===== src/pkg/smsc_pkg.sv =====
// constants, states and timing for the sensor matrix scanner
// What this block does
// sixty-four inputs form eight columns by eight rows, one column at a time
// drive each column in turn and capture all eight row returns meanwhile
// basic variant: eight separate unencoded active-high column strobes
// start at strobe 80h, rotate right per column, stop when bit seven returns
// matrix drives a row high for a closed contact, low when open
// current state kept as eight bytes, one per column, at first map base
// previous map at second base; old current byte moves there on replacement
// both maps positive logic: one means closed or conducting
// sensor index equals absolute bit address inside the map region
// current and previous maps compared bit by bit to flag transitions
// buffered variant: active-low strobes; row port free between scans
// multiplexed variant: encoded column number on three lines
// host link is a nine-bit asynchronous serial port near 17000 bytes per second
// receiver mode accepting only bytes whose ninth address bit is set
// high interrupt falling-edge and high priority; low one low-level, low priority
// twelve actuator outputs driven at logic levels
// example output true when 12, 23, 34 closed and 45, 56 open
// column strobe held stable until its row sample is captured
package smsc_pkg;
    localparam int           COLS          = 8;
    localparam int           ROWS          = 8;
    localparam logic [7:0]   STROBE_FIRST  = 8'h80;
    localparam logic [7:0]   BIT_AREA_BASE = 8'h20;
    localparam logic [7:0]   CUR_MAP_BASE  = 8'h20;
    localparam logic [7:0]   PREV_MAP_BASE = 8'h28;
    localparam int           CUR_BIT0      = (CUR_MAP_BASE - BIT_AREA_BASE) * 8;
    localparam int           PREV_BIT0     = (PREV_MAP_BASE - BIT_AREA_BASE) * 8;
    localparam int           SETTLE_CYCLES = 4;
    localparam int           ACT_COUNT     = 12;
    localparam int           EX_ON_A       = 12;
    localparam int           EX_ON_B       = 23;
    localparam int           EX_ON_C       = 34;
    localparam int           EX_OFF_A      = 45;
    localparam int           EX_OFF_B      = 56;
    localparam int           CLK_HZ        = 100_000_000;
    localparam int           BYTE_RATE     = 17_000;
    localparam int           FRAME_BITS    = 11;
    localparam int           WORD_BITS     = 9;
    localparam int           BIT_CYCLES    = CLK_HZ / (BYTE_RATE * FRAME_BITS);
    localparam int           HALF_CYCLES   = BIT_CYCLES / 2;
    localparam int           FIFO_DEPTH    = 16;

    typedef enum logic [1:0] {
        SC_IDLE    = 2'b00,
        SC_SETTLE  = 2'b01,
        SC_CAPTURE = 2'b10
    } smsc_scan_t;

    typedef enum logic [1:0] {
        RX_IDLE  = 2'b00,
        RX_START = 2'b01,
        RX_DATA  = 2'b10,
        RX_STOP  = 2'b11
    } smsc_rx_t;
endpackage : smsc_pkg


===== src/smsc_scanner.sv =====
// sensor matrix scanner with serial link, interrupts, actuators and receive fifo

module smsc_fifo #(
    parameter int WIDTH = 9,
    parameter int DEPTH = 16
) (
    input  wire logic             clk,
    input  wire logic             srst,
    input  wire logic             in_valid,
    output logic                  in_ready,
    input  wire logic [WIDTH-1:0] in_data,
    output logic                  out_valid,
    input  wire logic             out_ready,
    output logic      [WIDTH-1:0] out_data
);
    localparam int AW = $clog2(DEPTH);

    logic [WIDTH-1:0] mem [DEPTH];
    logic [AW-1:0]    wr_ptr;
    logic [AW-1:0]    rd_ptr;
    logic [AW:0]      count;
    wire              push = in_valid && in_ready;
    wire              load = (count != '0) && (!out_valid || out_ready);

    assign in_ready = (count != (AW+1)'(DEPTH));

    // storage and pointers
    always_ff @(posedge clk) begin
        if (push) begin
            mem[wr_ptr] <= in_data;
        end
        if (srst) begin
            wr_ptr <= '0;
            rd_ptr <= '0;
            count  <= '0;
        end else begin
            if (push) begin
                wr_ptr <= wr_ptr + AW'(1);
            end
            if (load) begin
                rd_ptr <= rd_ptr + AW'(1);
            end
            count <= count + (AW+1)'(push) - (AW+1)'(load);
        end
    end

    // registered output stage
    always_ff @(posedge clk) begin
        if (srst) begin
            out_valid <= 1'b0;
            out_data  <= '0;
        end else if (load) begin
            out_valid <= 1'b1;
            out_data  <= mem[rd_ptr];
        end else if (out_ready) begin
            out_valid <= 1'b0;
        end
    end
endmodule : smsc_fifo

module smsc_scanner #(
    parameter int FIFO_DEPTH = smsc_pkg::FIFO_DEPTH
) (
    input  wire logic         clk,
    input  wire logic         srst,
    input  wire logic         scan_req,
    output logic      [7:0]   column_drive_port,
    output logic      [7:0]   column_strobe_n,
    output logic      [2:0]   column_code,
    output logic              row_port_busy,
    input  wire logic [7:0]   row_return_port,
    output logic              scan_busy,
    output logic              scan_done,
    output logic      [63:0]  cur_map,
    output logic      [63:0]  prev_map,
    output logic      [63:0]  change_map,
    input  wire logic [11:0]  actuator_cmd,
    output logic      [11:0]  actuator_out,
    output logic              example_actuator_out,
    input  wire logic         serial_rxd,
    output logic              serial_txd,
    input  wire logic         addr_only,
    output logic      [8:0]   rx_word,
    output logic              rx_valid,
    input  wire logic         rx_ready,
    input  wire logic [8:0]   tx_word,
    input  wire logic         tx_valid,
    output logic              tx_ready,
    input  wire logic         external_irq_high,
    input  wire logic         external_irq_low,
    input  wire logic         irq_high_ack,
    output logic              irq_service_high,
    output logic              irq_service_low
);

    // pin synchronisers
    logic [7:0] row_s1;
    logic [7:0] row_s2;
    logic       rxd_s1;
    logic       rxd_s2;
    logic       hi_s1;
    logic       hi_s2;
    logic       hi_s3;
    logic       lo_s1;
    logic       lo_s2;

    always_ff @(posedge clk) begin
        if (srst) begin
            row_s1 <= '0;
            row_s2 <= '0;
            rxd_s1 <= 1'b1;
            rxd_s2 <= 1'b1;
            hi_s1  <= 1'b1;
            hi_s2  <= 1'b1;
            hi_s3  <= 1'b1;
            lo_s1  <= 1'b1;
            lo_s2  <= 1'b1;
        end else begin
            row_s1 <= row_return_port;
            row_s2 <= row_s1;
            rxd_s1 <= serial_rxd;
            rxd_s2 <= rxd_s1;
            hi_s1  <= external_irq_high;
            hi_s2  <= hi_s1;
            hi_s3  <= hi_s2;
            lo_s1  <= external_irq_low;
            lo_s2  <= lo_s1;
        end
    end

    // ---------------- matrix scan ----------------
    smsc_pkg::smsc_scan_t state;
    logic [7:0] work_accumulator;
    logic [2:0] col;
    logic [2:0] settle_cnt;

    wire [7:0] rotated   = {work_accumulator[0], work_accumulator[7:1]};
    wire       wrap      = rotated[7];
    wire       start     = (state == smsc_pkg::SC_IDLE) && scan_req;
    wire       settled   = (settle_cnt == 3'(smsc_pkg::SETTLE_CYCLES - 1));
    wire       capture   = (state == smsc_pkg::SC_CAPTURE);
    wire [5:0] byte_bit  = {col, 3'b000};
    wire [7:0] old_byte  = cur_map[byte_bit +: 8];
    wire       ex_next   = cur_map[smsc_pkg::EX_ON_A] && cur_map[smsc_pkg::EX_ON_B]
                        && cur_map[smsc_pkg::EX_ON_C] && !cur_map[smsc_pkg::EX_OFF_A]
                        && !cur_map[smsc_pkg::EX_OFF_B];

    assign column_drive_port = work_accumulator;

    always_ff @(posedge clk) begin
        if (srst) begin
            state            <= smsc_pkg::SC_IDLE;
            work_accumulator <= '0;
            column_strobe_n  <= 8'hff;
            column_code      <= '0;
            col              <= '0;
            settle_cnt       <= '0;
            scan_busy        <= 1'b0;
            row_port_busy    <= 1'b0;
            scan_done        <= 1'b0;
        end else begin
            scan_done <= 1'b0;
            case (state)
                smsc_pkg::SC_IDLE: begin
                    if (scan_req) begin
                        work_accumulator <= smsc_pkg::STROBE_FIRST;
                        column_strobe_n  <= ~smsc_pkg::STROBE_FIRST;
                        column_code      <= '0;
                        col              <= '0;
                        settle_cnt       <= '0;
                        scan_busy        <= 1'b1;
                        row_port_busy    <= 1'b1;
                        state            <= smsc_pkg::SC_SETTLE;
                    end
                end
                smsc_pkg::SC_SETTLE: begin
                    settle_cnt <= settle_cnt + 3'd1;
                    if (settled) begin
                        state <= smsc_pkg::SC_CAPTURE;
                    end
                end
                smsc_pkg::SC_CAPTURE: begin
                    settle_cnt <= '0;
                    if (wrap) begin
                        work_accumulator <= '0;
                        column_strobe_n  <= 8'hff;
                        scan_busy        <= 1'b0;
                        row_port_busy    <= 1'b0;
                        scan_done        <= 1'b1;
                        state            <= smsc_pkg::SC_IDLE;
                    end else begin
                        work_accumulator <= rotated;
                        column_strobe_n  <= ~rotated;
                        column_code      <= col + 3'd1;
                        col              <= col + 3'd1;
                        state            <= smsc_pkg::SC_SETTLE;
                    end
                end
                default: begin
                    state <= smsc_pkg::SC_IDLE;
                end
            endcase
        end
    end

    // bit maps: sensor n sits at bit n, column k fills bits 8k..8k+7
    always_ff @(posedge clk) begin
        if (srst) begin
            cur_map              <= '0;
            prev_map             <= '0;
            change_map           <= '0;
            example_actuator_out <= 1'b0;
            actuator_out         <= '0;
        end else begin
            if (capture) begin
                cur_map[byte_bit +: 8]  <= row_s2;
                prev_map[byte_bit +: 8] <= old_byte;
            end
            change_map           <= cur_map ^ prev_map;
            example_actuator_out <= ex_next;
            actuator_out         <= actuator_cmd;
        end
    end

    // ---------------- interrupts ----------------
    wire hi_fall   = hi_s3 && !hi_s2;
    wire next_high = hi_fall || (irq_service_high && !irq_high_ack);

    always_ff @(posedge clk) begin
        if (srst) begin
            irq_service_high <= 1'b0;
            irq_service_low  <= 1'b0;
        end else begin
            irq_service_high <= next_high;
            irq_service_low  <= !lo_s2 && !next_high;
        end
    end

    // ---------------- serial receive ----------------
    smsc_pkg::smsc_rx_t rx_state;
    logic [9:0] rx_cnt;
    logic [3:0] rx_bits;
    logic [8:0] rx_shift;
    logic       fifo_in_ready;

    wire rx_bit_end = (rx_cnt == 10'(smsc_pkg::BIT_CYCLES - 1));
    wire rx_push    = (rx_state == smsc_pkg::RX_STOP) && rx_bit_end && rxd_s2
                   && (!addr_only || rx_shift[8]);

    always_ff @(posedge clk) begin
        if (srst) begin
            rx_state <= smsc_pkg::RX_IDLE;
            rx_cnt   <= '0;
            rx_bits  <= '0;
            rx_shift <= '0;
        end else begin
            rx_cnt <= rx_cnt + 10'd1;
            case (rx_state)
                smsc_pkg::RX_IDLE: begin
                    rx_cnt <= '0;
                    if (!rxd_s2) begin
                        rx_state <= smsc_pkg::RX_START;
                    end
                end
                smsc_pkg::RX_START: begin
                    if (rx_cnt == 10'(smsc_pkg::HALF_CYCLES - 1)) begin
                        rx_cnt   <= '0;
                        rx_bits  <= '0;
                        rx_state <= rxd_s2 ? smsc_pkg::RX_IDLE : smsc_pkg::RX_DATA;
                    end
                end
                smsc_pkg::RX_DATA: begin
                    if (rx_bit_end) begin
                        rx_cnt   <= '0;
                        rx_shift <= {rxd_s2, rx_shift[8:1]};
                        rx_bits  <= rx_bits + 4'd1;
                        if (rx_bits == 4'(smsc_pkg::WORD_BITS - 1)) begin
                            rx_state <= smsc_pkg::RX_STOP;
                        end
                    end
                end
                smsc_pkg::RX_STOP: begin
                    if (rx_bit_end) begin
                        rx_state <= smsc_pkg::RX_IDLE;
                    end
                end
                default: begin
                    rx_state <= smsc_pkg::RX_IDLE;
                end
            endcase
        end
    end

    smsc_fifo #(
        .WIDTH (smsc_pkg::WORD_BITS),
        .DEPTH (FIFO_DEPTH)
    ) u_rx_fifo (
        .clk       (clk),
        .srst      (srst),
        .in_valid  (rx_push),
        .in_ready  (fifo_in_ready),
        .in_data   (rx_shift),
        .out_valid (rx_valid),
        .out_ready (rx_ready),
        .out_data  (rx_word)
    );

    // ---------------- serial transmit ----------------
    logic [9:0] tx_cnt;
    logic [3:0] tx_bits;
    logic [9:0] tx_shift;

    wire tx_take    = tx_valid && tx_ready;
    wire tx_bit_end = (tx_cnt == 10'(smsc_pkg::BIT_CYCLES - 1));

    always_ff @(posedge clk) begin
        if (srst) begin
            tx_ready   <= 1'b1;
            serial_txd <= 1'b1;
            tx_cnt     <= '0;
            tx_bits    <= '0;
            tx_shift   <= '0;
        end else if (tx_take) begin
            tx_ready   <= 1'b0;
            serial_txd <= 1'b0;
            tx_shift   <= {1'b1, tx_word};
            tx_cnt     <= '0;
            tx_bits    <= '0;
        end else if (!tx_ready) begin
            tx_cnt <= tx_cnt + 10'd1;
            if (tx_bit_end) begin
                tx_cnt <= '0;
                if (tx_bits == 4'(smsc_pkg::FRAME_BITS - 1)) begin
                    tx_ready <= 1'b1;
                end else begin
                    serial_txd <= tx_shift[0];
                    tx_shift   <= {1'b1, tx_shift[9:1]};
                    tx_bits    <= tx_bits + 4'd1;
                end
            end
        end
    end

    // ---------------- checks ----------------
    logic [2:0] chk_col;
    logic [7:0] chk_row;
    logic [7:0] chk_old;
    logic       chk_seen;

    always_ff @(posedge clk) begin
        if (srst) begin
            chk_seen <= 1'b0;
            chk_col  <= '0;
            chk_row  <= '0;
            chk_old  <= '0;
        end else begin
            chk_seen <= capture;
            chk_col  <= col;
            chk_row  <= row_s2;
            chk_old  <= old_byte;
        end
    end
endmodule : smsc_scanner

===== config.mk =====
export PLATFORM = sky130hd
export DESIGN_NAME = smsc_scanner
export DESIGN_NICKNAME = d
export VERILOG_FILES = /design/src/pkg/smsc_pkg.sv /design/src/smsc_scanner.sv
export SDC_FILE = /design/constraint.sdc
export NUM_CORES = 1
export LEC_CHECK = 0
export BUFFER_PORTS_ARGS = -buffer_cell sky130_fd_sc_hd__buf_2
export CORE_MARGIN = 1
export CORE_UTILIZATION = 51
export CTS_CLUSTER_SIZE = 25
export DETAILED_ROUTE_END_ITERATION = 8
export GPL_TIMING_DRIVEN = 0
export PLACE_DENSITY = 0.76
export SYNTH_ARGS = -nofsm -noshare
export SYNTH_HDL_FRONTEND = slang
export SYNTH_SLANG_ARGS = --single-unit

===== constraint.sdc =====
create_clock -name clk -period 3.3 [get_ports clk]
set_input_delay 0.99 -clock clk [delete_from_list [all_inputs] [get_ports clk]]
set_output_delay 0.99 -clock clk [all_outputs]
set_load 0.005 [all_outputs]

Word level (Yosys, flattened, before mapping)
Memory sizes are Yosys's and may differ from the RTL's. A register that Yosys moved wholly into a read port is not among the register bits.
Cells that the tools add are included.
Word-level totals
  bits in registers: 321
  bits in writable memories: 144
  input port bits: 39
  output and inout port bits: 241
  word-level logic and storage cells: 174
  memories kept: 1
Memories
  u_rx_fifo.mem: words 16, width 9, read ports 1, clocked after Yosys merged registers in 1, write ports 1, line smsc_scanner.sv:18  | logic [WIDTH-1:0] mem [DEPTH];
Cells by class
  add/sub/neg operators: 11
  equal/unequal tests: 23
  shifts and indexed selects: 4
  muxes and demuxes: 50
  bitwise operators: 5
  reduce and logical (&&, ||, !) cells: 44
Operator list (count)
  64-bit bitwise mux: 2
  8-bit by 8-bit indexed part select with 64-bit output: 2
  10-bit two-way mux: 7
  8-bit by 8-bit variable shift with 64-bit output (first input constant): 1
  64-bit by 7-bit indexed part select with 8-bit output: 1
  64-bit XOR: 1
  8-bit one-hot mux with 2 select lines: 2
  10-bit one-hot mux with 3 select lines: 1
  8-bit two-way mux: 3
  10-bit by 1-bit adder with 10-bit output (second input constant): 2
  10-bit == test (second input constant): 2
  2-bit != test (second input constant): 10
  4-bit by 1-bit adder with 4-bit output (second input constant): 4
  1-bit two-way mux: 16
  2-bit two-way mux: 8
  3-bit AND reduction: 5
  1-bit logical AND: 13
  10-bit by 9-bit == test with 1-bit output (second input constant): 1
  3-bit one-hot mux with 3 select lines: 1
  4-bit == test (second input constant): 2
  1-bit zero test: 8
  4-bit two-way mux: 2
  6-bit negator with 8-bit output: 1
  8-bit inverter: 1
  24 further kinds: 41

Longest topological paths before layout
Gate-level depths: netlist of run 1.
  word-level depth: 7
  gate-level depth with buffers: 14
  mapped depth without buffers: 14

By module
A second synthesis of run 1 with hierarchy kept.
Second synthesis, totals
  cells, all modules: 1607
  area, all modules: 18326.3 um2
By module, submodules not included
  smsc_scanner: times used 1, cells an instance 1259, area each 11598.6 um2, seq. area each 6145.9 um2
  smsc_fifo: times used 1, cells an instance 348, area each 6727.7 um2, seq. area each 4784.6 um2

Worst setup path after synthesis of run 1
OpenSTA, ideal clock, no wires.
  path kind: input-to-reg
  start: input addr_only
  end: register u_rx_fifo.count[4]
  library setup time: 132 ps
  arrival: 3129 ps
  required time: 3168 ps
  setup slack: 39 ps
  stages on the path: 12
  path buffers: 2
  cell sequence: nor2b_1 > or3_1 > dlymetal6s4s_1 > nor2_1 > buf_2 > ha_1 > inv_1 > fa_1 > nor2b_1 > o21bai_1 > a21oi_1 > nor3b_1
Between the ends
  word-level cells in the longest chain between the ends: 6
Ends and longest elaborated chain
  start: declaration: line smsc_scanner.sv:82  | input wire logic addr_only,
  1-bit zero test: line smsc_scanner.sv:248  | && (!addr_only || rx_shift[8]);
  1-bit logical OR: line smsc_scanner.sv:248
  1-bit logical AND: line smsc_scanner.sv:248
  1-bit logical AND: line smsc_scanner.sv:22  | wire push = in_valid && in_ready;
  net u_rx_fifo.push: line smsc_scanner.sv:22
  5-bit by 1-bit adder with 5-bit output: line smsc_scanner.sv:43  | count <= count + (AW+1)'(push) - (AW+1)'(load);
  5-bit by 1-bit subtractor with 5-bit output: line smsc_scanner.sv:43
  end signal: assignment: line smsc_scanner.sv:43
  end: declaration: line smsc_scanner.sv:21  | logic [AW:0] count;
The timed path passes the listed nets, and every way through them passes these cells.
A chain may end at the register's enable or synchronous reset.

Worst setup path in the final report of run 1
  start: register col[1]
  end: register cur_map[24]
Between the ends
  word-level cells in the longest chain between the ends: 3
  elaborated cells between the ends (all ways): 4
  those cells by class: add/sub: 1; shift: 2; mux: 1
Ends and longest elaborated chain
  start: declaration: line smsc_scanner.sv:134  | logic [2:0] col;
  start signal: assignment: line smsc_scanner.sv:195  | col <= col + 3'd1;
  6-bit negator with 8-bit output *: line smsc_scanner.sv:216  | cur_map[byte_bit +: 8] <= row_s2;
  8-bit by 8-bit indexed part select with 64-bit output / 8-bit by 8-bit variable shift with 64-bit output (equally long branches): line smsc_scanner.sv:216
  64-bit bitwise mux *: line smsc_scanner.sv:216
  end signal: indexed assignment: line smsc_scanner.sv:216
  end: declaration: line smsc_scanner.sv:74  | output logic [63:0] cur_map,
Mark *: on every way between the ends. The rest lies on a longest branch, timed or not.

==> results.cfg, run 1 <==
[critical_path]
path_class = register to register
max_stage_delay_ns = 0.44
reg2reg_slack_ns = 0.15
endpoint = cur_map[24]
cp_slowest_cell = nor4_2
crit_required_ns = 3.79
crit_chain = clkbuf_4, clkbuf_4, inv_1, ha_1, ha_1, nand3b_1, buf_4, nor4_2, clkbuf_1, nand2_1, a21oi_1
path_delay_family = buffers and inverters
setup.worst_path.start = col[1]
start_kind = register
regToRegStartpoint = col[1]
cp_data_arrival_time_ns = 3.64
endpoint_kind = register
r2r_end = cur_map[24]
worst-path-stages = 11
crit_buf_inv = 5
worstPathMaxFanout = 10
r2r_cells = 11

[sta]
hold_viol_final = 0
finalMaxSlewViolations = 0
setup_viol = 0
fmax_mhz = 317
post-route-period-util_pct = 95.5
max_slew.worst_pin.slew_ns = 0.931
finalCriticalPeriod_ns = 3.15
relSlewSlack_pct = 37.9
skew_ns = 0.0218

[grt]
grt_max_degree = 20
antenna_found_initial = 1
grt_pass1_vias = 13100
grt_pass1_wl_um = 74500
grt-ovfl-total = 0
grtUsageTotal_pct = 26.8

[floorplanning]
die_area_um2 = 36200
die_w_um = 190
row_count = 68
core_area_um2 = 34700
initial_core_util_pct = 52.1
die_y_um = 190
ioPinCount = 280

[layout]
drive_above_1_share_pct = 23.7
mostFrequentLayoutCells = 329 x dfxtp_1, 285 x buf_2, 247 x nor2_1
syn_to_final_growth_pct = 20.6
n_fill_cell = 2710
fin_nets = 2021
final_cell_area_um2 = 21800
mostFrequentLayoutCell = dfxtp_1

[synthesis]
postSynth.asyncResetShare_pct = 0
synth.cell_area_um2 = 18100
synth_ff_type = dfxtp_1
yosysSeqAreaShare_pct = 60.4
syn_area_per_cell_um2 = 11.1
synth_cells = 1626
synth_nets = 1691
yosysWarnings = 0
synthDistinctLibCells = 69
synth_seq_cells = 474
synth_edf_count = 144

[detailed_routing]
drt-total-wl_um = 49200
post_drt_wl_per_cell_um = 20.1
vias = 13900
post_drt_via_cell_ratio = 5.66
drt_pass1_iterations = 6
ant_nets = 0
dr.first_iter.drc_count = 1367
drcViolationCount = 0

[clocking]
htreeDepth = 2
cts_buffers = 47
clk_pin_slew_ns = 0.06
insertion_delay_ns = 0.58
cts_buffer_depth = 3
cts_tree = done
cts.sinks = 474
root_buffer = clkbuf_16

[placed_design]
placed_cell_area_um2 = 20100
hpwl_um = 33900
port_buffers = 279
gp_congestion = 0.919

[hold_path]
hold_path_class = register to register

[flow_run]
drv_cap = 0

[power]
ir_drop_mv = 0.381
cellPowerDensity_nw_per_um2 = 608
power_leakage_nw = 8.64
total_power_mw = 13.3

[run_status]
status = finished clean
[synth_stat cells, types with 25 or more instances]
cell type  instances  share of area (%)
dfxtp_1          330                 37
nor2_1           248                5.1
nand2_1          175                3.6
edfxtp_1         144                 24
a21oi_1           96                2.7
xnor2_1           80                3.9
clkbuf_1          72                1.5
mux4_2            52                6.5
o21ai_0           51                1.4
nor3_1            45                1.2
nor2b_1           40                1.4
nand3_1           36                1.0
inv_1             28               0.58
mux2i_1           28                1.5
ha_1              25                1.7
[what timing repair did]
action / in CTS / in global routing
hold buffers: 0 / 0
pin swaps: 0 / 2
resized for setup: 10 / 19
setup buffers: 0 / 4
endpoints found under the setup margin: 129 / 71
[layout make-up]
cell class,instances,area (um^2),area share (%)
clock inverters,28,374,1.71
multi-input cells,1026,6680,30.6
well taps,455,569,2.61
plain buffers,94,443,2.03
repair buffers,283,1430,6.54
clock buffers,60,1270,5.84
inverters,30,113,0.516
diodes,1,2.50,0.0115
flip-flops and latches,474,10900,50.1
[logic make-up after synthesis]
family / count (synthesis) / synth area share [%]
DFF: 474 / 60.4
muxes: 88 / 8.52
AOI/OAI and AO/OA: 188 / 5.88
xor gates and xnor gates: 90 / 4.36
buffers and inverters: 126 / 3.00
and+or+nand+nor: 634 / 16.0
adders and majority gates: 26 / 1.84
[worst min path at each step]
stage / startpoint / endpoint / slack, ns / cells past startpoint
CTS: hi_s1 / hi_s2 / 0.41 / 1
finish: hi_s1 / hi_s2 / 0.41 / 1
detailed placement: hi_s1 / hi_s2 / 0.40 / 1
floorplan: hi_s1 / hi_s2 / 0.39 / 1
global placement: hi_s1 / hi_s2 / 0.40 / 1
global route: rxd_s1 / rxd_s2 / 0.43 / 1
[report_power, final]
group	leakage (nW)	internal, mW	switching, mW
Clock	0.811	3.38	2.28
Combinational	3.82	0.639	0.777
Sequential	4.01	6.10	0.0831
[state kept, by name, summed over array words and instances (netlist names), 9 cells and up, named ones only]
name	cells
rx_shift	9
tx_cnt	10
change_map	64
u_rx_fifo.mem	144
tx_shift	10
u_rx_fifo.out_data	9
actuator_out	12
rx_cnt	10
prev_map	64
cur_map	64
[routing by layer]
metal / track usage [%] / share of wire (%)
met1: 35.6 / 40
met2: 42.1 / 46
met3: 5.59 / 9.7
met4: 12.2 / 4.5
met5: 0 / 0
[per-stage QoR]
stage,setup TNS [ns],utilization [%],instances,setup WS [ns],hold WS [ns]
final,0,62.9,2451,0.148,0.409
after global placement,-39.25,57.8,2360,-0.519,0.395
after floorplan,0,-,1626,0.0391,0.389
after detailed placement,-52.29,57.8,2360,-0.659,0.397
after CTS,0,62.7,2448,0.0244,0.411
after global routing,-0.0102,62.8,2450,-0.0102,0.427
Power figures use the tool's default switching activity.
==> run 2, diff against run 1 <==
- CORE_UTILIZATION: 51 -> 35
- PLACE_DENSITY: 0.76 -> default
==> run 2 against run 1 <==
Net effect: first-iteration DRC count shrank 21%; clock skew decreased by 0.0036 ns; critical path depth increased by 1; sequential share of layout area down 0.73 points; worst setup slack lost 0.025 ns; count of clock-buffer cells in the layout is 12 higher; total power is 1.3% higher; sequential cell count did not move; global-route usage fell by 7.1 points; largest cell class unchanged; largest power group unchanged.
==> results.cfg, run 2 (same netlist as run 1, synthesis figures left out) <==
[detailed_routing]
drt_pass1_iterations = 5
drt-total-wl_um = 52900
drcViolationCount = 0
dr.first_iter.drc_count = 1084
ant_nets = 0
vias = 13500
post_drt_via_cell_ratio = 5.04
post_drt_wl_per_cell_um = 19.8

[layout]
mostFrequentLayoutCells = 329 x dfxtp_1, 285 x buf_2, 247 x nor2_1
fin_nets = 2024
drive_above_1_share_pct = 23.8
regMostFlops = u_rx_fifo.mem
fin_util_pct = 43.8
syn_to_final_growth_pct = 22.4
largest_register_ffs = 144
mostFrequentLayoutCell = dfxtp_1

[sta]
fin_tns_setup_ns = 0
finalMaxSlewViolations = 0
max_slew.worst_pin.slew_ns = 0.885
post-route-period-util_pct = 96.3
hold_viol_final = 0
fmax_mhz = 315
finalCriticalPeriod_ns = 3.18
skew_ns = 0.0182
relSlewSlack_pct = 41.0
setup_viol = 0

[power]
cellPowerDensity_nw_per_um2 = 607
ir_drop_mv = 0.352
power_leakage_nw = 8.65

[critical_path]
crit_required_ns = 3.78
cp_data_arrival_time_ns = 3.66
r2r_cells = 12
worstPathMaxFanout = 10
path_class = register to register
endpoint_kind = register
start_kind = register

[clocking]
cts_buffers = 51
insertion_delay_ns = 0.60
cts_buffer_depth = 3
htreeDepth = 2
cts.sinks = 474
clk_pin_slew_ns = 0.06
root_buffer = clkbuf_16
cts_tree = done
cts_hold_buffers = 0

[grt]
grtUsageTotal_pct = 19.7
grt_pass1_wl_um = 79000
grt-ovfl-total = 0
grt_pass1_vias = 13100
grt_max_degree = 20
antenna_found_initial = 2

[floorplanning]
die_w_um = 229
die_y_um = 229
die_area_um2 = 52600
ioPinCount = 280
core_area_um2 = 50600
initial_core_util_pct = 35.8
row_count = 82

[run_status]
status = finished clean

[hold_path]
hold_path_depth = 1
hold_path_class = register to register

[placed_design]
hpwl_um = 37900
port_buffers = 279
gp_congestion = 0.897

[flow_run]
drv_cap = 0
==> run 2: critical path, stage by stage, from the launching register on <==
cell	delay, ns
dfxtp_1	0.40
clkbuf_4	0.28
clkbuf_4	0.27
inv_1	0.06
ha_1	0.18
ha_1	0.17
clkbuf_1	0.23
or3_1	0.39
or3_1	0.32
clkbuf_1	0.23
clkbuf_1	0.29
nor2_1	0.17
nor2_1	0.07
==> run 2: layout make-up <==
| class | count | area [um^2] |
|---|---|---|
| Tap cell | 672 | 841 |
| Buffer | 94 | 440 |
| Timing Repair Buffer | 282 | 1420 |
| Antenna cell | 1 | 2.50 |
| Multi-Input combinational cell | 1026 | 6680 |
| Clock buffer | 72 | 1430 |
| Inverter | 30 | 113 |
| Sequential cell | 474 | 10900 |
| Fill cell | 4730 | 28400 |
| Clock inverter | 23 | 288 |
==> run 2: path summary, 6_finish.rpt <==
kind	from	end	slack [ns]
min reg2reg	lo_s1	lo_s2	0.39
max reg2reg	col[1]	prev_map[32]	0.12
min	lo_s1	lo_s2	0.39
max	col[1]	prev_map[32]	0.12
==> run 2: timing repair <==
action	CTS	global route
gates resized for setup	11	18
hold endpoints to repair	0	0
endpoints found under the setup margin	129	69
pin swaps	0	2
setup buffers	0	3
==> run 2: per-stage QoR <==
step | hold slack [ns] | setup WS (ns) | instances | power (mW) | cell area, um^2
after floorplan | 0.389 | 0.0391 | 1626 | 7.26 | 18100
after global placement | 0.391 | -0.690 | 2577 | 7.67 | 20300
after detailed placement | 0.393 | -0.783 | 2577 | 7.71 | 20300
after global routing | 0.425 | -0.0170 | 2673 | 13.9 | 22100
final | 0.392 | 0.123 | 2674 | 13.4 | 22100
after CTS | 0.395 | 0.0223 | 2672 | 13.6 | 22100
==> run 2: per-layer routing <==
layer	GRT usage, %	routed length, um
met1	25.8	22600
met2	30.9	24300
met3	5.38	4340
met4	7.15	1680
met5	0	0
==> run 2: where the power goes <==
group / switching (mW) / leakage, nW / internal (mW)
combinational: 0.743 / 3.80 / 0.636
clock: 2.36 / 0.841 / 3.49
sequential: 0.0987 / 4.01 / 6.10
==> run 3, diff against run 2 <==
- clock period: 3.3 -> 3.6 ns (I/O delays scaled with it)
==> run 3 against run 2 <==
Net effect: die area unchanged; largest cell class unchanged; clock skew down 0.0017 ns; non-clock buffer count up 1; sequential power down 8.4%.
==> results.cfg, run 3 (same netlist as run 1, synthesis figures left out) <==
[sta]
skew_ns = 0.0166
post-route-period-util_pct = 93.7
relSlewSlack_pct = 39.1
max_slew.worst_pin.slew_ns = 0.914
fmax_mhz = 296
rsz0062_at_grt = false
hold_viol_final = 0
whs_ns = 0.394
finalCriticalPeriod_ns = 3.37
setup_viol = 0
finalMaxSlewViolations = 0

[detailed_routing]
ant_nets = 0
vias = 13500
drt-total-wl_um = 52900
drt_pass1_iterations = 6
drcViolationCount = 0
post_drt_wl_per_cell_um = 19.8
post_drt_via_cell_ratio = 5.03
dr.first_iter.drc_count = 1156

[power]
p_comb_share_pct = 10.2
p_sw_share_pct = 23.8
ir_drop_mv = 0.323
internal_power_mw = 9.37
power_leakage_nw = 8.63
switchingPower_mw = 2.93
seq_power_share_pct = 46.2
cellPowerDensity_nw_per_um2 = 556
p_clk_share_pct = 43.6

[grt]
met1_usage_pct = 25.8
grt_pass1_wl_um = 79000
grt_most_used_layer = met2
grt-ovfl-total = 0
grt_use_met2_pct = 30.9
grt_pass1_vias = 13100
grt_max_degree = 20
use_met3_pct = 5.38
antenna_found_initial = 2
grtUsageTotal_pct = 19.7

[layout]
mostFrequentLayoutCell = dfxtp_1
multiInputGateArea_um2 = 6670
n_fill_cell = 4734
drive_above_1_share_pct = 23.5
mostFrequentLayoutCells = 329 x dfxtp_1, 287 x buf_2, 247 x nor2_1
regMostFlops = u_rx_fifo.mem
fin_util_pct = 43.7
seq_area_um2 = 10900
syn_to_final_growth_pct = 22.2
largest_register_ffs = 144
fin_nets = 2025

[clocking]
cts_buffers = 51
insertion_delay_ns = 0.60
cts_hold_buffers = 0
cts.sinks = 474
htreeDepth = 2
clk_pin_slew_ns = 0.06
cts_tree = done
root_buffer = clkbuf_16
cts_buffer_depth = 3

[floorplanning]
ioPinCount = 280
die_w_um = 229
core_area_um2 = 50600
row_count = 82
die_y_um = 229
initial_core_util_pct = 35.8
die_area_um2 = 52600

[hold_path]
hold_path_depth = 1
hold_path_end = lo_s2
hp-start = lo_s1
hold_path_class = register to register

[critical_path]
r2r_cells = 11
path_delay_family = buffers and inverters
regToRegStartpoint = col[1]
start_kind = register
cp_data_arrival_time_ns = 3.89
worstPathMaxFanout = 10
path_class = register to register
endpoint_kind = register
crit_buf_inv = 5
reg2reg_slack_ns = 0.23
crit_required_ns = 4.12
cp_slowest_cell = dfxtp_1
max_stage_delay_ns = 0.40
crit_chain = clkbuf_2, buf_2, inv_1, ha_1, ha_1, nor3b_2, and3_1, clkbuf_1, clkbuf_1, nand2_1, a21oi_1
r2r_end = cur_map[48]

[placed_design]
port_buffers = 279
hpwl_um = 37900
gp_congestion = 0.897

[flow_run]
drv_cap = 0

[run_status]
status = finished clean
[run 3: cell types whose count changed in the layout (fill, tap and decap cells not counted), moves of 2 or more]
cell and delta:
clkbuf_4 -2, clkbuf_1 +7, clkbuf_2 -4, buf_2 +2, buf_4 -2
[run 3: what timing repair did]
item | in CTS | in global routing
pin swaps | 0 | 1
setup endpoints to repair | 106 | 22
gates resized for setup | 7 | 6
buffers inserted | 0 | 2
[run 3: how the worst max path moves through the flow]
stage                         end  cells past startpoint       from  slack, ns
4_1_cts               cur_map[14]                     11     col[1]       0.17
3_3_place_gp          cur_map[12]                     10     col[1]      -0.39
3_5_place_dp          cur_map[14]                     10     col[1]      -0.48
6_report              cur_map[48]                     11     col[1]       0.23
5_1_grt               cur_map[49]                     11     col[1]      0.009
2_1_floorplan  u_rx_fifo.count[4]                     12  addr_only       0.25
[run 3: per-stage QoR]
stage,TNS [ns],cells,setup slack (ns),area (um^2),power [mW]
floorplan,0,1626,0.249,18100,6.65
CTS,0,2672,0.175,22100,12.4
global route,0,2674,0.00884,22100,12.7
detailed placement,-26.34,2577,-0.483,20300,7.06
finish,0,2675,0.226,22100,12.3
global placement,-16.91,2577,-0.390,20300,7.03
[run 3: power by group through the flow]
stage / clock network, mW / logic [mW] / registers, mW
final: 5.36 / 1.26 / 5.68
after global routing: 5.68 / 1.38 / 5.69
after CTS: 5.47 / 1.28 / 5.68
after detailed placement: 0 / 1.27 / 5.79
after global placement: 0 / 1.24 / 5.79
after floorplan: 0 / 0.885 / 5.77
[run 3: cell type report]
type                            count  area share (%)
Tap cell                          672            3.80
Sequential cell                   474            49.4
Antenna cell                        1          0.0113
Multi-Input combinational cell   1026            30.1
Timing Repair Buffer              281            6.38
Inverter                           30           0.509
Clock buffer                       72            6.45
Clock inverter                     23            1.30
Buffer                             96            1.96
[run 3: per-layer routing]
metal	up-vias	share of wire, %	routed length, um
li1	6284	-	-
met1	6572	43	22900
met2	493	46	24400
met3	109	7.5	3980
met4	0	3.1	1650
met5	-	0	0
